`config.mk`:
```
export PLATFORM = sky130hd
export DESIGN_NAME = pcef_event_bank
export DESIGN_NICKNAME = d
export VERILOG_FILES = /design/src/inc/pcef_pkg.sv /design/src/verilog/pcef_pair_merge.sv /design/src/verilog/pcef_event_bank.sv
export SDC_FILE = /design/constraint.sdc
export NUM_CORES = 1
export LEC_CHECK = 0
export BUFFER_PORTS_ARGS = -buffer_cell sky130_fd_sc_hd__buf_4
export CAP_MARGIN = 20
export CELL_PAD_IN_SITES_DETAIL_PLACEMENT = 1
export CELL_PAD_IN_SITES_GLOBAL_PLACEMENT = 1
export CORE_ASPECT_RATIO = 0.9
export CORE_UTILIZATION = 50
export CTS_CLUSTER_SIZE = 25
export DETAILED_ROUTE_END_ITERATION = 16
export HOLD_SLACK_MARGIN = 0.05
export MAX_ROUTING_LAYER = met4
export PLACE_DENSITY = 0.89
export SETUP_SLACK_MARGIN = 0.15
export SLEW_MARGIN = 25
export SYNTH_ARGS = -nofsm -noshare
export SYNTH_HDL_FRONTEND = slang
export SYNTH_SLANG_ARGS = --single-unit
export TNS_END_PERCENT = 100
```
`constraint.sdc`:
```
create_clock -name core_clk -period 3.3 [get_ports core_clk]
set_input_delay 0.495 -clock core_clk [delete_from_list [all_inputs] [get_ports core_clk]]
set_output_delay 0.495 -clock core_clk [all_outputs]
set_load 0.03 [all_outputs]
```
`src/inc/pcef_pkg.sv`:
```
// package: offsets, field positions, modes and timing for the channel event flag bank
package pcef_pkg;
  localparam int PCEF_NCH = 4;
  localparam logic [7:0] PCEF_OFF_PWR_RO = 8'h02;
  localparam logic [7:0] PCEF_OFF_PWR_RC = 8'h03;
  localparam logic [7:0] PCEF_OFF_DISC_RO = 8'h04;
  localparam logic [7:0] PCEF_OFF_DISC_RC = 8'h05;
  localparam logic [7:0] PCEF_OFF_FLT_RO = 8'h06;
  localparam logic [7:0] PCEF_OFF_FLT_RC = 8'h07;
  // own control registers
  localparam logic [7:0] PCEF_OFF_CTRL = 8'h40;
  localparam logic [7:0] PCEF_OFF_MASK = 8'h41;
  localparam logic [7:0] PCEF_OFF_PAIRCFG = 8'h42;
  localparam logic [7:0] PCEF_OFF_SUMMARY = 8'h43;
  // control register bit positions
  localparam int PCEF_CTRL_IRQ_EN = 0;
  localparam int PCEF_CTRL_CLS_SEL = 1;
  localparam int PCEF_CTRL_DET_SEL = 2;
  localparam int PCEF_CTRL_MODE_LO = 3;
  // pair config: bit0 pair12 4-pair, bit1 pair34 4-pair, bit2 pair12 dual sig, bit3 pair34 dual
  localparam int PCEF_PCFG_4P_LO = 0;
  localparam int PCEF_PCFG_DS_LO = 2;
  // summary bit positions, matching the mask register
  localparam int PCEF_SUM_PEC = 0;
  localparam int PCEF_SUM_PGC = 1;
  localparam int PCEF_SUM_DIS = 2;
  localparam int PCEF_SUM_DET = 3;
  localparam int PCEF_SUM_CLS = 4;
  localparam int PCEF_SUM_OVL = 5;
  localparam logic [7:0] PCEF_RST_BYTE = 8'h00;
  localparam logic [7:0] PCEF_MASK_RST = 8'h00;
  // operating modes
  typedef enum logic [1:0] {PCEF_MODE_MANUAL, PCEF_MODE_SEMI, PCEF_MODE_AUTO} pcef_mode_t;
  // pairing delay bound
  localparam int PCEF_CLK_HZ = 25000000;
  localparam int PCEF_PAIR_MS = 5;
  localparam int PCEF_PAIR_CYC = PCEF_CLK_HZ / 1000 * PCEF_PAIR_MS;
endpackage

```
`src/verilog/pcef_pair_merge.sv`:
```
// pairing logic for one 4-pair port: holds per-channel events until both channels report
module pcef_pair_merge
  import pcef_pkg::*;
#(
  parameter int WAIT_CYC = PCEF_PAIR_CYC
) (
  input wire logic core_clk, // core clock
  input wire logic rst_n, // synchronous reset, active low
  input wire logic hold_en, // combine the two channels
  input wire logic [1:0] ev_in, // per-channel event pulses
  input wire logic [1:0] ch_off, // channel turned off drops pending
  output logic [1:0] ev_out // released event pulses
);
  // a zero bound would drop every half pair before its partner could arrive
  if (WAIT_CYC < 1) begin : g_bad_wait
    $error("pcef_pair_merge: WAIT_CYC must be at least 1");
  end
  logic [1:0] pend_r;
  logic [1:0] pend_nxt;
  logic [31:0] age_r;
  logic both;
  logic timeout;
  // pending fills as each channel completes, release once both are in
  assign pend_nxt = (pend_r | ev_in) & ~ch_off;
  assign both = &pend_nxt;
  // a stray half result is dropped after the bound so it cannot stall
  assign timeout = (age_r >= 32'(WAIT_CYC)) && |pend_r;
  assign ev_out = hold_en ? (both ? 2'b11 : 2'b00) : ev_in;
  always_ff @(posedge core_clk) begin
    if (!rst_n || !hold_en || both || timeout) begin
      pend_r <= 2'b00;
      age_r <= '0;
    end else begin
      pend_r <= pend_nxt;
      age_r <= |pend_nxt ? age_r + 32'd1 : '0;
    end
  end
endmodule

```
`src/verilog/pcef_event_bank.sv`:
```
// event flag registers for four channels: power change, discovery, fault; plain and clearing reads
// Notes on behaviour
// power change flags read at 02h plainly and at 03h with clear
// discovery flags read at 04h plainly and at 05h with clear
// fault flags read at 06h plainly and at 07h with clear
// clearing read returns contents then zeroes the register; plain read keeps it
// clearing read releases the interrupt when that register held it
// any set flag feeds its summary bit; flags active high and latching
// power change: bits 7-4 power-good change, bits 3-0 power-enable change
// discovery and fault flags of a channel clear when it turns off
// class flags set per cycle, or only on class change when selected
// detect flags set per cycle, or only on result change when selected
// fault: bits 7-4 disconnect, bits 3-0 overload timeout
// 4-pair enable-change, disconnect and overload flags update per channel
// 4-pair single signature: power-good change set once both channels changed
// 4-pair dual signature: enable and good changes set per channel
// 4-pair without power-on request: discovery flags wait for both channels
// in that case both detect flags set together within 5 ms
// single signature: only the classified pair set gets its class flag
// dual signature semi-auto: class flags together; manual: each alone
// dual signature with power-on request or auto: discovery flags per channel
// single signature disconnect sets both flags; dual sets each alone
// overload cutoff disabled: no turn-off, flag still set after timeout
// clearing overload flag leaves limit and overload counters untouched
// interrupt needs mask bit and global enable; flags update regardless
// event in the same cycle as a clearing read stays set
//
// The implementer's own choice: the address-and-strobe port.
module pcef_event_bank
  import pcef_pkg::*;
#(
  parameter int PAIR_WAIT_CYC = PCEF_PAIR_CYC
) (
  input wire logic core_clk, // core clock
  input wire logic rst_n, // synchronous reset, active low
  input wire logic [7:0] reg_addr, // register address
  input wire logic [7:0] reg_wdata, // write data
  input wire logic reg_wr, // write strobe
  input wire logic reg_rd, // read strobe
  output logic [7:0] reg_rdata, // read data, one cycle after strobe
  input wire logic [3:0] pg_status, // power-good status per channel, async
  input wire logic [3:0] pe_status, // power-enable status per channel, async
  input wire logic [3:0] det_done, // detection cycle completed pulse, async
  input wire logic [3:0] det_changed, // detection result differs from before
  input wire logic [3:0] cls_done, // classification completed pulse, async
  input wire logic [3:0] cls_changed, // measured class differs from before
  input wire logic [3:0] cls_primary, // this channel is the classified pair set
  input wire logic [3:0] disc_event, // disconnect detected pulse, async
  input wire logic [3:0] ovld_expired, // overload_timeout expired pulse, async
  input wire logic [3:0] power_on_request, // pending power-on request per channel
  input wire logic [3:0] overload_cut_en, // overload cutoff enabled per channel
  output logic [3:0] overload_turn_off, // request channel off after overload
  output logic irq_n // interrupt output, active low
);
  // refuse a pairing bound that would drop a half pair before its partner could arrive
  if (PAIR_WAIT_CYC < 1) begin : g_bad_wait
    $error("pcef_event_bank: PAIR_WAIT_CYC must be at least 1");
  end
  // latched event flags, the three software-visible event registers
  logic [7:0] pwr_r; // power change flags
  logic [7:0] disc_r; // discovery flags
  logic [7:0] flt_r; // fault flags
  // own control registers
  logic [7:0] ctrl_r; // enable, change selects, mode
  logic [7:0] mask_r; // per-summary interrupt mask
  logic [7:0] pcfg_r; // 4-pair and dual signature per pair
  // next values of the flag registers
  logic [7:0] pwr_nxt; // power change next
  logic [7:0] disc_nxt; // discovery next
  logic [7:0] flt_nxt; // fault next
  logic [7:0] rdata_r;
  logic irq_n_r;
  logic [3:0] off_r;
  // two-flop synchronisers for the status and event pin inputs; cls_primary and overload_cut_en are used directly
  logic [35:0] s1_r, s2_r;
  logic [35:0] pin_in;
  assign pin_in = {pg_status, pe_status, det_done, det_changed, cls_done, cls_changed,
                   disc_event, ovld_expired, power_on_request};
  always_ff @(posedge core_clk) begin
    s1_r <= pin_in;
    s2_r <= s1_r;
  end
  logic [3:0] pg_s, pe_s, dd_s, dc_s, cd_s, cc_s, di_s, ov_s, por_s;
  assign {pg_s, pe_s, dd_s, dc_s, cd_s, cc_s, di_s, ov_s, por_s} = s2_r;
  // edge detection on status levels; these track the pins through reset as well,
  // so a pin that already stands high at release gives no false edge
  logic [3:0] pg_d_r, pe_d_r, dd_d_r, cd_d_r, di_d_r, ov_d_r;
  always_ff @(posedge core_clk) begin
    pg_d_r <= pg_s;
    pe_d_r <= pe_s;
    dd_d_r <= dd_s;
    cd_d_r <= cd_s;
    di_d_r <= di_s;
    ov_d_r <= ov_s;
  end
  // completion inputs count on their rising edge only, so a held level sets a flag once
  function automatic logic [3:0] rise4(input logic [3:0] now, input logic [3:0] was);
    return now & ~was;
  endfunction
  // status levels count on either edge
  function automatic logic [3:0] flip4(input logic [3:0] now, input logic [3:0] was);
    return now ^ was;
  endfunction
  logic [3:0] pg_chg, pe_chg, det_p, cls_p, dis_p, ovl_p, ch_off;
  assign pg_chg = flip4(pg_s, pg_d_r);
  assign pe_chg = flip4(pe_s, pe_d_r);
  assign det_p = rise4(dd_s, dd_d_r);
  assign cls_p = rise4(cd_s, cd_d_r);
  assign dis_p = rise4(di_s, di_d_r);
  assign ovl_p = rise4(ov_s, ov_d_r);
  // channel turned off: power-enable falls
  assign ch_off = pe_d_r & ~pe_s;
  // control fields
  logic cls_sel, det_sel, irq_en;
  pcef_mode_t mode;
  assign irq_en = ctrl_r[PCEF_CTRL_IRQ_EN];
  assign cls_sel = ctrl_r[PCEF_CTRL_CLS_SEL];
  assign det_sel = ctrl_r[PCEF_CTRL_DET_SEL];
  assign mode = pcef_mode_t'(ctrl_r[PCEF_CTRL_MODE_LO +: 2]);
  // qualified discovery events
  logic [3:0] det_q, cls_q;
  assign det_q = det_p & (det_sel ? dc_s : 4'hf);
  assign cls_q = cls_p & (cls_sel ? cc_s : 4'hf);
  // per-pair shaping
  logic [3:0] pgc_set, det_set, cls_set, dis_set;
  logic [1:0] four_p, dual;
  assign four_p = pcfg_r[PCEF_PCFG_4P_LO +: 2];
  assign dual = pcfg_r[PCEF_PCFG_DS_LO +: 2];
  genvar p;
  generate
    for (p = 0; p < 2; p++) begin : g_pair
      logic fp, ds, no_req, det_hold, cls_hold, pg_hold;
      logic [1:0] det_m, cls_m, pg_m;
      assign fp = four_p[p];
      assign ds = dual[p];
      assign no_req = ~|por_s[2*p +: 2] && mode != PCEF_MODE_AUTO;
      // detect flags wait for both channels when no power-on is pending and the mode is not auto
      assign det_hold = fp && no_req;
      // single sig: one class pair; dual semi-auto: together; manual: alone
      assign cls_hold = fp && no_req && ds && mode == PCEF_MODE_SEMI;
      // single signature power-good waits for both channels
      assign pg_hold = fp && !ds;
      pcef_pair_merge #(.WAIT_CYC(PAIR_WAIT_CYC)) u_det (
        .core_clk(core_clk),
        .rst_n(rst_n),
        .hold_en(det_hold),
        .ev_in(det_q[2*p +: 2]),
        .ch_off(ch_off[2*p +: 2]),
        .ev_out(det_m)
      );
      pcef_pair_merge #(.WAIT_CYC(PAIR_WAIT_CYC)) u_cls (
        .core_clk(core_clk),
        .rst_n(rst_n),
        .hold_en(cls_hold),
        .ev_in(cls_q[2*p +: 2]),
        .ch_off(ch_off[2*p +: 2]),
        .ev_out(cls_m)
      );
      pcef_pair_merge #(.WAIT_CYC(PAIR_WAIT_CYC)) u_pg (
        .core_clk(core_clk),
        .rst_n(rst_n),
        .hold_en(pg_hold),
        .ev_in(pg_chg[2*p +: 2]),
        .ch_off(2'b00),
        .ev_out(pg_m)
      );
      assign det_set[2*p +: 2] = det_m;
      // single signature: only classified pair set flags
      assign cls_set[2*p +: 2] = (fp && !ds) ? (cls_m & cls_primary[2*p +: 2]) : cls_m;
      assign pgc_set[2*p +: 2] = pg_m;
      // single signature disconnect marks both channels
      assign dis_set[2*p +: 2] = (fp && !ds && |dis_p[2*p +: 2]) ? 2'b11
                                 : dis_p[2*p +: 2];
    end
  endgenerate
  // bus decode
  logic rd_pwr_clr, rd_disc_clr, rd_flt_clr;
  assign rd_pwr_clr = reg_rd && reg_addr == PCEF_OFF_PWR_RC;
  assign rd_disc_clr = reg_rd && reg_addr == PCEF_OFF_DISC_RC;
  assign rd_flt_clr = reg_rd && reg_addr == PCEF_OFF_FLT_RC;
  // flag next values: clear, then channel-off for discovery and fault, then new events win
  assign pwr_nxt = (rd_pwr_clr ? PCEF_RST_BYTE : pwr_r) | {pgc_set, pe_chg};
  assign disc_nxt = ((rd_disc_clr ? PCEF_RST_BYTE : disc_r) & ~{ch_off, ch_off})
                    | {cls_set, det_set};
  assign flt_nxt = ((rd_flt_clr ? PCEF_RST_BYTE : flt_r) & ~{ch_off, ch_off})
                   | {dis_set, ovl_p};
  // overload turns a channel off only when cutoff enabled; the overload and limit
  // timers live outside and never see the flag clear
  always_ff @(posedge core_clk) begin
    if (!rst_n) begin
      off_r <= 4'h0;
    end else begin
      off_r <= ovl_p & overload_cut_en;
    end
  end
  assign overload_turn_off = off_r;
  always_ff @(posedge core_clk) begin
    if (!rst_n) begin
      pwr_r <= PCEF_RST_BYTE;
      disc_r <= PCEF_RST_BYTE;
      flt_r <= PCEF_RST_BYTE;
    end else begin
      pwr_r <= pwr_nxt;
      disc_r <= disc_nxt;
      flt_r <= flt_nxt;
    end
  end
  // control register writes
  always_ff @(posedge core_clk) begin
    if (!rst_n) begin
      ctrl_r <= PCEF_RST_BYTE;
      mask_r <= PCEF_MASK_RST;
      pcfg_r <= PCEF_RST_BYTE;
    end else if (reg_wr) begin
      if (reg_addr == PCEF_OFF_CTRL) ctrl_r <= reg_wdata;
      else if (reg_addr == PCEF_OFF_MASK) mask_r <= reg_wdata;
      else if (reg_addr == PCEF_OFF_PAIRCFG) pcfg_r <= reg_wdata;
    end
  end
  // summary of set flags per event type
  // unused summary bits stay zero; the bit order matches the mask register
  logic [7:0] summary;
  always_comb begin
    summary = PCEF_RST_BYTE;
    summary[PCEF_SUM_PEC] = |pwr_r[3:0];
    summary[PCEF_SUM_PGC] = |pwr_r[7:4];
    summary[PCEF_SUM_DIS] = |flt_r[7:4];
    summary[PCEF_SUM_DET] = |disc_r[3:0];
    summary[PCEF_SUM_CLS] = |disc_r[7:4];
    summary[PCEF_SUM_OVL] = |flt_r[3:0];
  end
  // an event register answers at its plain code and at the clearing code
  function automatic logic at_pair(input logic [7:0] a, input logic [7:0] ro,
                                   input logic [7:0] rc);
    return (a == ro) || (a == rc);
  endfunction
  // read mux; unmapped reads return zero so a probe never sees stale data
  logic [7:0] rd_mux;
  always_comb begin
    if (at_pair(reg_addr, PCEF_OFF_PWR_RO, PCEF_OFF_PWR_RC)) rd_mux = pwr_r;
    else if (at_pair(reg_addr, PCEF_OFF_DISC_RO, PCEF_OFF_DISC_RC)) rd_mux = disc_r;
    else if (at_pair(reg_addr, PCEF_OFF_FLT_RO, PCEF_OFF_FLT_RC)) rd_mux = flt_r;
    else if (reg_addr == PCEF_OFF_CTRL) rd_mux = ctrl_r;
    else if (reg_addr == PCEF_OFF_MASK) rd_mux = mask_r;
    else if (reg_addr == PCEF_OFF_PAIRCFG) rd_mux = pcfg_r;
    else if (reg_addr == PCEF_OFF_SUMMARY) rd_mux = summary;
    else rd_mux = PCEF_RST_BYTE;
  end
  always_ff @(posedge core_clk) begin
    if (!rst_n) begin
      rdata_r <= PCEF_RST_BYTE;
    end else begin
      rdata_r <= reg_rd ? rd_mux : PCEF_RST_BYTE;
    end
  end
  assign reg_rdata = rdata_r;
  // interrupt follows flags registered, so a clearing read releases it next edge
  always_ff @(posedge core_clk) begin
    if (!rst_n) begin
      irq_n_r <= 1'b1;
    end else begin
      irq_n_r <= ~(irq_en && |(summary & mask_r));
    end
  end
  assign irq_n = irq_n_r;
endmodule

```
==> run summary, run 1 <==
The run finished with clean final reports. The remaining global-route overflow came out at 0. For the final database, setup skew stands at 0.0219 ns. Post-CTS repair changed the size of 0 cells. The max capacitance violation total came out at 0. Clock-pin slew was measured on the worst setup and hold paths at 0.06 ns. The area overhead of the layout relative to synthesis came out at 15.6%. In the final layout, the share of cells above drive strength 1 is 10.6%. The mean area per synthesized cell came out at 9.20 sq um.

Net switching is 21.3% of the power. For the worst setup path, the data arrival time is 3.07 ns. The routed layout has 11.7k vias. The net count of the mapped netlist came out at 1633. The wire length of the first global-routing pass is 64700 microns. The slew at the pin closest to its max-slew limit is 0.902 ns.

The net total in the final layout is 1715. The proportion of netlist area held by the largest area contributor came out at 50.6%. The number of synthesized register bits is 361. The root buffer cell chosen for the clock tree is clkbuf_16. The hold violation count in the final report came out at 0. The number of buffers added by the clock tree synthesis step came out at 38. The initial antenna violation count is 0.

The sum of negative setup slack is 0 ns. The detailed-routing iteration count for the pre-antenna-repair pass came out at 5. The largest net degree at the start of global routing is 46. The critical path is of the register to register type.

The required time at the worst-slack endpoint came out at 3.74 ns. Detailed placement ended at an HPWL of 25900 microns. The worst ir drop on vdd is 0.374 mV.

The global-route usage over all layers came out at 28.0%. The total detailed-routing wirelength came out at 39600 microns. In the post-synthesis netlist, the biggest area contributors are dfxtp_1, nor2_1, xnor2_1. Yosys mapped a number of flops with a built-in enable equal to 0. In the routed layout, each cell is associated on average with a via count of 5.79. Sequential cells account for 49.0% of the total power. The number of hold buffers added after CTS came out at 0.

The number of instances in the placed design is 1955. In this design, the largest share of critical-path delay is due to simple AND/OR/NAND/NOR gates. The sequential-to-total area share from yosys stat came out at 50.6%. The starting utilization of the core area is 51.0%. The number of antenna-violating nets in the routed design came out at 0.

The ratio of total power to cell area is 555 nW/um^2. The die outline width came out at 180 microns. The clock latency of the later-clocked register in the worst-skew pair came out at 0.53 ns. The number of global-route vias before repair is 12.6k.

The maximum achievable frequency came out at 0.380 GHz. The maximum level of the CTS H-tree came out at 2. The largest single stage delay on the critical path is 0.67 ns. The number of fill cells in the layout is 3188.

The count of endpoints failing setup in the final report is 0. The number of port buffers is 76. The standard-cell row count came out at 58. The clock share of power came out at 48.2%.

The post-synthesis cell area is 14300 sq um. The combinational group share of total power is 2.8%. The number of buffers and inverters on the critical path came out at 0.

For this design the static power due to leakage is 0.00578 uW. For this run, the number of standard cells in the final layout without fillers is 2025. The mean routed wirelength per cell is 19.6 microns.

Setup repair after global routing left no endpoint under its margin. After synthesis, the netlist uses 55 different library cells. The chip height came out at 162 microns. For this block, the initial DRC count from the detailed router was 679. The switching power is 1950 uW. After floorplanning, the core was sized to cover 28000 sq um. The count of synthesis-stage warnings from yosys is 0. The post-route fraction of the period consumed by the critical path came out at 79.8%. The cell type of the slowest stage on the worst timing path is nor3b_1. The tightest min-delay check is of the input pin to register type. The routability-driven placement congestion ratio came out at 0.866.

The cell-internal power came out at 7220 uW. The post-CTS setup buffer count is 0. Walking the worst path, the cells encountered are nor3b_1 -> and3_1 -> nand2_1 -> a211o_2 -> nor2_1.

The die footprint is 29300 sq um. Yosys instantiated no cell more often than dfxtp_1. By count the netlist is led by dfxtp_1, nor2_1, xnor2_1. The flip-flop cell with the highest count after synthesis is dfxtp_1. The buffer levels on the longest clock path came out at 3. For this design the top-level I/O count stands at 77. For this run, asynchronously set or reset flops after synthesis account for 0%. Summed over all instances, the cell type with the most area after synthesis is dfxtp_1.

The number of pins with negative max-slew slack in the final report is 0. Measured on the finished design, the core utilization comes to 59.0%. The final routed DRC violation total is 0. The endpoint class of the critical path is a register.

The remaining max-slew budget at the tightest pin came out at 39.3%. The count of mapped cells out of synthesis is 1553. The largest driver fanout on the critical path came out at 32. The nature of the critical path startpoint is a register. The final critical delay including setup and external delays came out at 2.63 ns.

Clock tree synthesis found a total of 361 sinks. The clock tree from TritonCTS is built.
[logic make-up (layout without fill, tap and decap cells)]
group	Yosys count	in the layout	share of synthesized area, %
AO/OA/AOI/OAI	119	119	5.59
XOR/XNOR	178	178	10.9
adder cells (fa/ha/maj)	16	16	1.40
buffers and inverters	106	217	2.84
flip-flops	361	361	50.6
multiplexers	32	32	2.77
other	0	1	0
AND/OR/NAND/NOR	741	741	25.9
[routing by layer]
| layer | vias to the layer above | GRT usage, % | share of wire (%) |
|---|---|---|---|
| met5 | - | - | 0 |
| li1 | 5552 | - | - |
| met2 | 299 | 48.6 | 50 |
| met1 | 5751 | 32.0 | 42 |
| met4 | 0 | 12.1 | 3.8 |
| met3 | 124 | 4.87 | 4.8 |
[sequential cells by signal (all words and copies together), names as in the netlist, 8 cells and up]
| register | count |
|---|---|
| ctrl_r | 8 |
| flt_r | 8 |
| mask_r | 8 |
| s2_r | 36 |
| pcfg_r | 8 |
| reg_rdata | 8 |
| g_pair.u_cls.age_r | 64 |
| g_pair.u_pg.age_r | 64 |
| disc_r | 8 |
| pwr_r | 8 |
| g_pair.u_det.age_r | 64 |
| s1_r | 36 |
[per-stage QoR]
step | worst slack [ns] | hold slack (ns) | power [uW] | area [sq um]
after floorplan | 1.08 | 0.310 | 4690 | 14300
after global placement | 0.429 | 0.313 | 4810 | 15200
after detailed placement | 0.336 | 0.315 | 4830 | 15200
after CTS | 0.575 | 0.0596 | 9220 | 16500
after global routing | 0.551 | 0.0619 | 9420 | 16500
final | 0.668 | 0.0726 | 9180 | 16500
[cell usage in the layout, fill, tap and decap left out, types with 3 or more instances in the layout]
cell type and count:
xor2_1 77, and4_1 20, o211ai_1 4, a221oi_2 3, o31ai_1 6, dfxtp_1 361, mux2i_1 26, bufinv_16 4
clkinv_2 10, nor4b_1 5, nand3_1 88, a211oi_1 5, nand2b_1 13, nor4_1 47, clkbuf_1 7, or4_1 10
mux4_2 6, a21oi_1 20, a221oi_1 5, ha_1 16, buf_4 84, or3_1 6, and2_1 9, clkbuf_8 8
and3_1 39, nor3_1 60, a31oi_1 9, clkbuf_16 39, or2_2 4, nand4_1 62, inv_1 63, nor3b_1 4
nor2b_1 16, nor2_1 279, o22ai_1 3, xnor2_1 101, nand2_1 70, a22oi_1 10, o21ai_0 35
[worst paths after layout]
kind | cells past startpoint | slack [ns] | endpoint | from
max reg2reg | 5 | 0.67 | g_pair[1].u_cls.age_r[30]$_SDFF_PP0_ | pcfg_r[1]$_SDFFE_PN0P_
min reg2reg | 0 | 0.32 | s2_r[22]$_DFF_P_ | s1_r[22]$_DFF_P_
max | 5 | 0.67 | g_pair[1].u_cls.age_r[30]$_SDFF_PP0_ | pcfg_r[1]$_SDFFE_PN0P_
min | 1 | 0.07 | s1_r[29]$_DFF_P_ | pe_status[1]
[power by group through the flow]
stage	clock network, uW	registers, uW	logic, uW
6_report	4430	4490	257
5_1_grt	4650	4500	277
4_1_cts	4470	4490	252
3_5_place_dp	0	4590	243
3_3_place_gp	0	4580	231
2_1_floorplan	0	4570	125
[worst register-to-register path, stage by stage (launching register included)]
cell     delay, ns
dfxtp_1       0.50
nor3b_1       0.67
and3_1        0.39
nand2_1       0.14
a211o_2       0.58
nor2_1        0.26
[layout make-up]
type	count	area, sq um	share of cell area (%)
Clock buffer	54	1110	6.73
Inverter	64	240	1.45
Tap cell	360	450	2.73
Sequential cell	361	7230	43.7
Antenna cell	1	2.50	0.0151
Multi-Input combinational cell	1086	6690	40.5
Timing Repair Buffer	84	631	3.82
Clock inverter	15	179	1.08
(Power assumes the default switching activity.)
==> inputs of run 2 (changes only) <==
CORE_UTILIZATION = 47   (was 50)
PLACE_DENSITY = 0.85   (was 0.89)
clock period = 2.5 ns   (was 3.3 ns; I/O delays follow)
==> run 2 against run 1 <==
Net effect:
- die area up 6.3%
- largest cell class unchanged
- clock skew shrank 0.0046 ns
- power grew 31%
- non-clock buffer count grew 51
- cell count increased by 4.5%
- highest routed layer unchanged
- fmax grew 24%
- flip-flop and latch count unchanged
==> run summary, run 2 (synthesis gave the netlist of run 1 again) <==
The maximum level of the CTS H-tree came out at 2 (unchanged). The initial antenna violation count was 1 (+1). The via density per instance came out at 5.50 (-5.1%).

The area growth from synthesis to layout is 19.1%. The maximum achievable frequency came out at 0.472 GHz (+24%). The data arrival time at the worst-slack endpoint is 2.52 ns (-0.55 ns). The total detailed-routing wirelength came out at 38100 microns (-3.7%). The wire length of the first global-routing pass was 62500 microns (-3.4%). TritonCTS built the clock tree. The signal on the critical path passes through nand4_1 -> or4_1 -> nor4_1 -> xnor2_1 -> nor2_1. The critical path is of the register to register type. The routability-driven placement congestion ratio came to 0.869 (+0.25%). The leakage power figure is 0.00598 uW (+3.4%). The floorplan core area came out at 29900 sq um (+6.7%). The post-route fraction of the period consumed by the critical path came out at 84.7% (+4.9 points). The global-route usage over all layers is 25.5% (-2.5 points).

Broken down by cell family, the worst path's largest delay share belongs to simple AND/OR/NAND/NOR gates. The number of antenna-violating nets in the routed design was 0 (unchanged). The endpoint class of the critical path is a register. The run finished with clean final reports. Setup repair after global routing left no endpoint under its margin. The root cell of the clock tree is clkbuf_16. The required time at the worst-slack endpoint is 2.91 ns (-0.83 ns). The worst ir drop on vdd is 0.488 mV (+30%). The die footprint is 31100 sq um (+6.3%). The total cell area at the placement stage is 15400 sq um (+1.0%). The number of sinks driven by the clock tree is 361 (unchanged). The largest driver fanout on the critical path is 8 (-75%).

The net total in the final layout was 1765 (+2.9%). The clock latency of the later-clocked register in the worst-skew pair is 0.53 ns (about the same). The setup slack of the most critical reg-to-reg path came to 0.38 ns (-0.28 ns). The final instance area is 17000 sq um (+3.0%).

The number of global-route vias before repair came out at 12.3k (-2.6%). The sum of negative setup slack is 0 ns (unchanged). The slowest stage of the critical path is the or4_1 cell. The slew at the pin closest to its max-slew limit is 0.841 ns (-0.0614 ns). The hold violation count in the final report came out at 0 (unchanged). The I/O pin count is 77 (unchanged). The total of cells resized after clock tree synthesis came to 0 (unchanged). The most frequent standard cell in the layout excluding fill and tap cells is dfxtp_1. The path class of the tightest hold or removal check is input pin to register. STA classifies the critical path startpoint as a register. In the final layout, the registers with the most flip-flops are g_pair.u_cls.age_r x64, g_pair.u_det.age_r x64, g_pair.u_pg.age_r x64. The start of the worst register-to-register path is g_pair[1].u_cls.age_r[6]$_SDFF_PP0_. The post-layout worst setup margin is 0.383 ns (-0.285 ns). The standard-cell row count was 60 (+3.4%). The count of endpoints failing setup in the final report came out at 0 (unchanged). The startpoint identified for the worst hold timing path is overload_cut_en[0]. The chip height came out at 167 microns (+3.1%). The number of buffers and inverters on the critical path came out at 0 (unchanged). The path with the worst hold slack has its endpoint at overload_turn_off[0]$_SDFF_PN0_. The endpoint identified for the worst register-to-register timing path is g_pair[1].u_cls.age_r[25]$_SDFF_PP0_. The cell count of the worst reg-to-reg path came out at 5 (unchanged). The mean routed wirelength per cell is 18.0 microns (-7.9%).

The clock slew seen by the registers of the worst setup and hold paths is 0.06 ns (about the same). The number of buffers added by the clock tree synthesis step came to 37 (-2.6%). The count of cells along the worst hold path is 2 (+1). The ratio of total power to cell area is 709 nW/um^2 (+28%). The fraction of layout instances using a drive strength above 1 came out at 10.8% (+0.22 points).

The final critical delay including setup and external delays is 2.12 ns (-0.515 ns). The via count came to 11.6k (-0.78%). The setup skew after layout came out at 0.0173 ns (-0.00460 ns).

The worst-case setup slack after placement is 0.0236 ns (-0.313 ns). The library cells used most frequently in the layout, excluding fill and tap cells, are dfxtp_1, nor2_1, xnor2_1. The max capacitance violation total is 0 (unchanged).

The remaining global-route overflow came to 0 (unchanged). The largest net degree at the start of global routing is 45 (-2.2%). The number of port buffers is 76 (unchanged). The detailed-routing iteration count for the pre-antenna-repair pass is 5 (unchanged). Tracing the worst setup path back leads to its startpoint at g_pair[1].u_cls.age_r[6]$_SDFF_PP0_.

The starting utilization of the core area came out at 47.8% (-3.2 points). The remaining max-slew budget at the tightest pin came out at 43.4% (+4.1 points). The delay contributed by the slowest stage of the critical path came out at 0.74 ns (+0.07 ns). The final routed DRC violation total is 0 (unchanged). The number of pins with negative max-slew slack in the final report is 0 (unchanged). The post-DP HPWL is 25400 microns (-2.3%). The buffer levels on the longest clock path was 3 (unchanged). The violation count after the first detailed-route iteration is 650 (-4.3%). The die outline width came out at 186 microns (+3.1%). The cell depth of the worst setup path came out at 5 (unchanged).
-- run 2: changes by cell type in the layout (fill, tap and decap cells not counted), moves of 2 or more --
cell | before | now
clkinvlp_4 | 0 | 2
clkbuf_8 | 8 | 6
buf_4 | 84 | 99
clkinv_2 | 10 | 5
a211o_1 | 2 | 4
dlygate4sd3_1 | 0 | 36
a211o_2 | 2 | 0
-- run 2: metrics by stage --
| step | total power, uW | util [%] | cells | hold WS [ns] |
|---|---|---|---|---|
| final | 12100 | 57.0 | 2117 | 0.0963 |
| after global routing | 12400 | 57.0 | 2117 | 0.0909 |
| after CTS | 12200 | 57.0 | 2116 | 0.0736 |
| after detailed placement | 6380 | 51.5 | 2013 | 0.313 |
| after global placement | 6360 | 51.5 | 2013 | 0.310 |
| after floorplan | 6200 | - | 1553 | 0.310 |
-- run 2: worst max path at each step --
stage                                      endpoint  slack [ns]
3_3_place_gp                    pwr_r[5]$_SDFF_PN0_        0.11
5_1_grt        g_pair[1].u_cls.age_r[25]$_SDFF_PP0_        0.27
2_1_floorplan                   flt_r[5]$_SDFF_PN0_        0.40
4_1_cts        g_pair[1].u_cls.age_r[25]$_SDFF_PP0_        0.39
3_5_place_dp                    pwr_r[4]$_SDFF_PN0_        0.02
6_report       g_pair[1].u_cls.age_r[25]$_SDFF_PP0_        0.38
-- run 2: cell type report --
class,count,area [sq um]
diodes,1,2.50
clock buffers,53,1090
clock inverters,14,186
fillers,3451,12900
inverters,64,240
multi-input cells,1086,6670
flip-flops and latches,361,7230
well taps,403,504
repair buffers,135,1100
-- run 2: per-layer routing --
layer / global-route usage (%) / vias to the layer above / part of all wire, % / routed length [microns]
met2: 43.3 / 189 / 50 / 18900
met4: 8.30 / 0 / 2.7 / 1050
met1: 30.9 / 5721 / 44 / 16900
met5: - / - / 0 / 0
met3: 3.63 / 72 / 3.4 / 1320
li1: - / 5653 / - / -
-- run 2: timing repair --
action                    in CTS  in global routing
hold endpoints to repair      36                  0
hold buffers                  36                  0
setup buffers                  0                  0
-- run 2: worst register-to-register path: stages, from the launching register on --
cell and delay [ns]:
dfxtp_1 0.47, nand4_1 0.19, or4_1 0.74, nor4_1 0.36
xnor2_1 0.17, nor2_1 0.06
-- run 2: power breakdown --
| part | total (uW) | switching, uW | internal, uW |
|---|---|---|---|
| clock network | 5750 | 2290 | 3460 |
| logic | 386 | 196 | 191 |
| registers | 5930 | 60.7 | 5870 |
==> inputs of run 3 (changes only) <==
ABC_AREA = 1   (was not set)
CORE_UTILIZATION = 41   (was 47)
PLACE_DENSITY = 0.82   (was 0.85)
clock period = 1.9 ns   (was 2.5 ns; I/O delays follow)
==> run 3 against run 2 <==
Net effect:
- the flow now finishes with violations (setup timing)
- largest cell class is now multi-input combinational cells
- critical path type unchanged
- flip-flop and latch count unchanged
- highest routed layer unchanged
- wire length increased by 47%
- critical endpoint is now g_pair[1].u_det.age_r[30]$_SDFF_PP0_
- utilization decreased by 0.53 points
==> run summary, run 3 <==
The die outline width is 211 microns (+14%). The wire length of the first global-routing pass is 78200 microns (+25%). The number of sinks driven by the clock tree came out at 361 (unchanged). The ratio of total power to cell area came out at 765 nW/um^2 (+8.0%). The cell sitting at the root of the clock tree is a clkbuf_16.

The count of endpoints failing setup in the final report is 23 (+23). The final antenna diode count came out at 0 (-1). The nature of the critical path startpoint is a register. The clock slew seen by the registers of the worst setup and hold paths is 0.07 ns (about the same).

The remaining max-slew budget at the tightest pin was 54.7% (+11 points). The post-layout worst setup margin is -0.206 ns (-0.590 ns). The number of different library cells in the post-synthesis netlist is 47 (-15%). In the final layout, the registers with the most flip-flops are g_pair.u_cls.age_r x64, g_pair.u_det.age_r x64, g_pair.u_pg.age_r x64. The share of synthesized area spent on multiplexers is 0% (-2.8 points).

The number of buffers and inverters on the critical path came out at 0 (unchanged). The path class of the lowest-slack min-delay path is input pin to register. The post-DP HPWL was 32700 microns (+29%).

The count of mapped cells out of synthesis was 2141 (+38%). The setup skew after layout came to 0.0210 ns (+0.00363 ns). The via density per instance is 5.17 (-6.0%). The mean routed wirelength per cell is 18.7 microns (+3.8%). The net total in the final layout came out at 2513 (+42%). The count of flip-flops with a built-in enable after synthesis came out at 0 (unchanged). The kind of critical path is register to register. The initial antenna violation count is 0 (-1). The count of synthesis-stage warnings from yosys is 0 (unchanged). Traced cell by cell, the critical path runs through nand2_1 -> nor2_1 -> nand4_1 -> nor2_2 -> nand2_2 -> nor2_4 -> nand3_2 -> nand2_1 -> nand2_1 -> nor2_1. The proportion of netlist area held by the largest area contributor came out at 44.7% (-5.9 points). The largest net degree at the start of global routing came out at 33 (-27%).

The largest driver fanout on the critical path is 4 (-4). The worst-case setup slack after placement is -0.109 ns (-0.132 ns). In this design, the critical path's most frequently occurring cell is nand2_1. The remaining global-route overflow came out at 0 (unchanged). The maximum achievable frequency is 0.475 GHz (+0.49%). The buffer levels on the longest clock path is 3 (unchanged). The sequential-to-total area share from yosys stat came out at 44.7% (-5.9 points).

The net count of the mapped netlist is 2221 (+36%). The worst ir drop on vdd came out at 0.795 mV (+63%). The number of global-route vias before repair is 15.9k (+30%). The cell family contributing the most delay on the critical path is simple AND/OR/NAND/NOR gates. The number of port buffers is 76 (unchanged). The I/O pin count came out at 77 (unchanged).

The routability-driven placement congestion ratio came out at 0.922 (+6.1%). The die footprint is 40200 sq um (+29%). Setup repair after global routing could not meet its margin everywhere. The total detailed-routing wirelength came out at 55900 microns (+47%). The final cell utilization of the core came out at 56.4% (-0.53 points). The post-route fraction of the period consumed by the critical path came to 111% (+26 points). The starting utilization of the core area is 41.8% (-6.0 points). The library cells used most frequently in the layout, excluding fill and tap cells, are nand2_1, inv_1, dfxtp_1. The required time at the worst-slack endpoint was 2.39 ns (-0.52 ns).

The global-route usage over all layers came out at 24.6% (-0.87 points). By count the netlist is led by nand2_1, dfxtp_1, inv_1. The fraction of registers with async set/reset came out at 0% (unchanged). The clock latency of the later-clocked register in the worst-skew pair is 0.55 ns (+0.02 ns). The number of antenna-violating nets in the routed design is 0 (unchanged). The adder and majority cell fraction of the synthesized area is 1.24% (-0.16 points). On the critical path, the stage with the largest delay is an instance of dfxtp_1.

The detailed-routing iteration count for the pre-antenna-repair pass is 5 (unchanged). After synthesis, the cell types taking the most area are dfxtp_1, nand2_1, inv_1. After synthesis, the largest family of logic cells by area is simple AND/OR/NAND/NOR gates. The final critical delay including setup and external delays came out at 2.11 ns (-0.0102 ns). The largest total area in the synthesized netlist belongs to dfxtp_1. The share of the synthesized area in compound gates (AO/OA/AOI/OAI) was 5.23% (-0.35 points). The data arrival time at the worst-slack endpoint came out at 2.60 ns (+0.08 ns). The checks that failed: setup timing. The number of synthesized register bits came to 361 (unchanged). The number of buffers added by the clock tree synthesis step was 39 (+5.4%). The post-synthesis cell area came out at 16200 sq um (+13%). The chip height was 190 microns (+14%). The area overhead of the layout relative to synthesis came out at 34.9%. nand2_1 is the most common cell in the netlist. The mean area per synthesized cell was 7.55 sq um (-18%). The worst setup path is captured at a register. The flip-flop cell with the highest count after synthesis is dfxtp_1. The area fraction in and, or, nand and nor cells after synthesis is 33.0% (+7.1 points). The via count was 15.4k (+33%).

The library cell used most frequently in the layout, excluding fill and tap cells, is nand2_1. The clock tree from TritonCTS is built. The delay contributed by the slowest stage of the critical path came to 0.40 ns (-0.34 ns). The standard-cell row count came out at 68 (+13%).

The flow ran to the end, but the final reports show violations. The hold violation count in the final report came out at 0 (unchanged). The maximum level of the CTS H-tree came out at 2 (unchanged). The final routed DRC violation total is 0 (unchanged). The max capacitance violation total is 0 (unchanged). The violation count after the first detailed-route iteration is 836 (+29%). The floorplan core area came to 38600 sq um (+29%). The XOR/XNOR share of the synthesized area is 6.50% (-4.4 points). The fraction of layout instances using a drive strength above 1 was 27.3% (+16 points). The number of pins with negative max-slew slack in the final report came out at 0 (unchanged). The slew at the pin closest to its max-slew limit came out at 0.674 ns (-0.167 ns). The leakage power figure came out at 0.00837 uW (+40%).
## run 3: cell count changes in the layout (fill, tap and decap cells not counted), moves of 53 or more
cell / change
inv_1: +254
buf_4: +102
nand2_1: +265
xnor2_1: -73
dfxtp_1: -53
nor2_4: +95
## run 3: what timing repair did
item                       CTS  global route
resized for setup          109           288
hold endpoints to repair    57             0
gates cloned                 1             9
setup buffers               39            48
pin swaps                   35            92
hold buffers                48             0
setup endpoints to repair  115           192
## run 3: final cells by class
type,instances,area (sq um)
tap,525,657
fill,4608,16800
sequential,361,7340
clock inverter,22,318
inverter,353,1380
clock buffer,48,1070
timing repair inverter,2,32.5
timing repair buffer,273,2430
multi-input combinational,1403,8580
## run 3: through the flow
| stage | total power, uW | instances | TNS, ns | hold slack [ns] | area (sq um) |
|---|---|---|---|---|---|
| after floorplan | 8130 | 2141 | 0 | 0.310 | 16200 |
| after global placement | 8350 | 2772 | -0.0298 | 0.311 | 17700 |
| after detailed placement | 8370 | 2772 | -0.497 | 0.313 | 17700 |
| after CTS | 16700 | 2930 | 0 | 0.0502 | 20300 |
| after global routing | 17100 | 2987 | -3.56 | 0.0737 | 21800 |
| final | 16700 | 2987 | -1.13 | 0.0717 | 21800 |
## run 3: power by group
| group | total, uW | internal [uW] | switching, uW |
|---|---|---|---|
| clock | 8350 | 4990 | 3360 |
| combinational | 548 | 259 | 288 |
| sequential | 7790 | 7690 | 92.1 |
| total | 16700 | 12900 | 3740 |
## run 3: worst paths after layout
| check | from | to | slack [ns] | cells after the start |
|---|---|---|---|---|
| worst max register to register | g_pair[1].u_det.age_r[9]$_SDFF_PP0_ | g_pair[1].u_det.age_r[30]$_SDFF_PP0_ | -0.21 | 10 |
| worst min register to register | s1_r[6]$_DFF_P_ | s2_r[6]$_DFF_P_ | 0.33 | 0 |
| worst max-delay path | g_pair[1].u_det.age_r[9]$_SDFF_PP0_ | g_pair[1].u_det.age_r[30]$_SDFF_PP0_ | -0.21 | 10 |
| worst min-delay path | reg_wdata[0] | mask_r[0]$_SDFFE_PN0P_ | 0.07 | 3 |
## run 3: layer usage
metal  global-route usage (%)  wire length [microns]  vias to the layer above
met4                     9.62                   2320                        0
met5                        -                      0                        -
met3                     3.29                   2190                      161
met2                     42.6                  28400                      398
li1                         -                      -                     7353
met1                     28.9                  23000                     7527
## run 3: logic make-up (layout without fill, tap and decap cells)
group | after synthesis | after routing
buffers and inverters | 377 | 698
adders and majority gates | 16 | 16
and+or+nand+nor | 1116 | 1116
AOI/OAI and AO/OA | 151 | 151
DFF | 361 | 361
xor gates and xnor gates | 120 | 120
## run 3: worst reg2reg max path, delay by kind of cell, from the launching register on
family           cells  cell delay, ns
and+or+nand+nor     10            1.64
DFF                  1            0.40
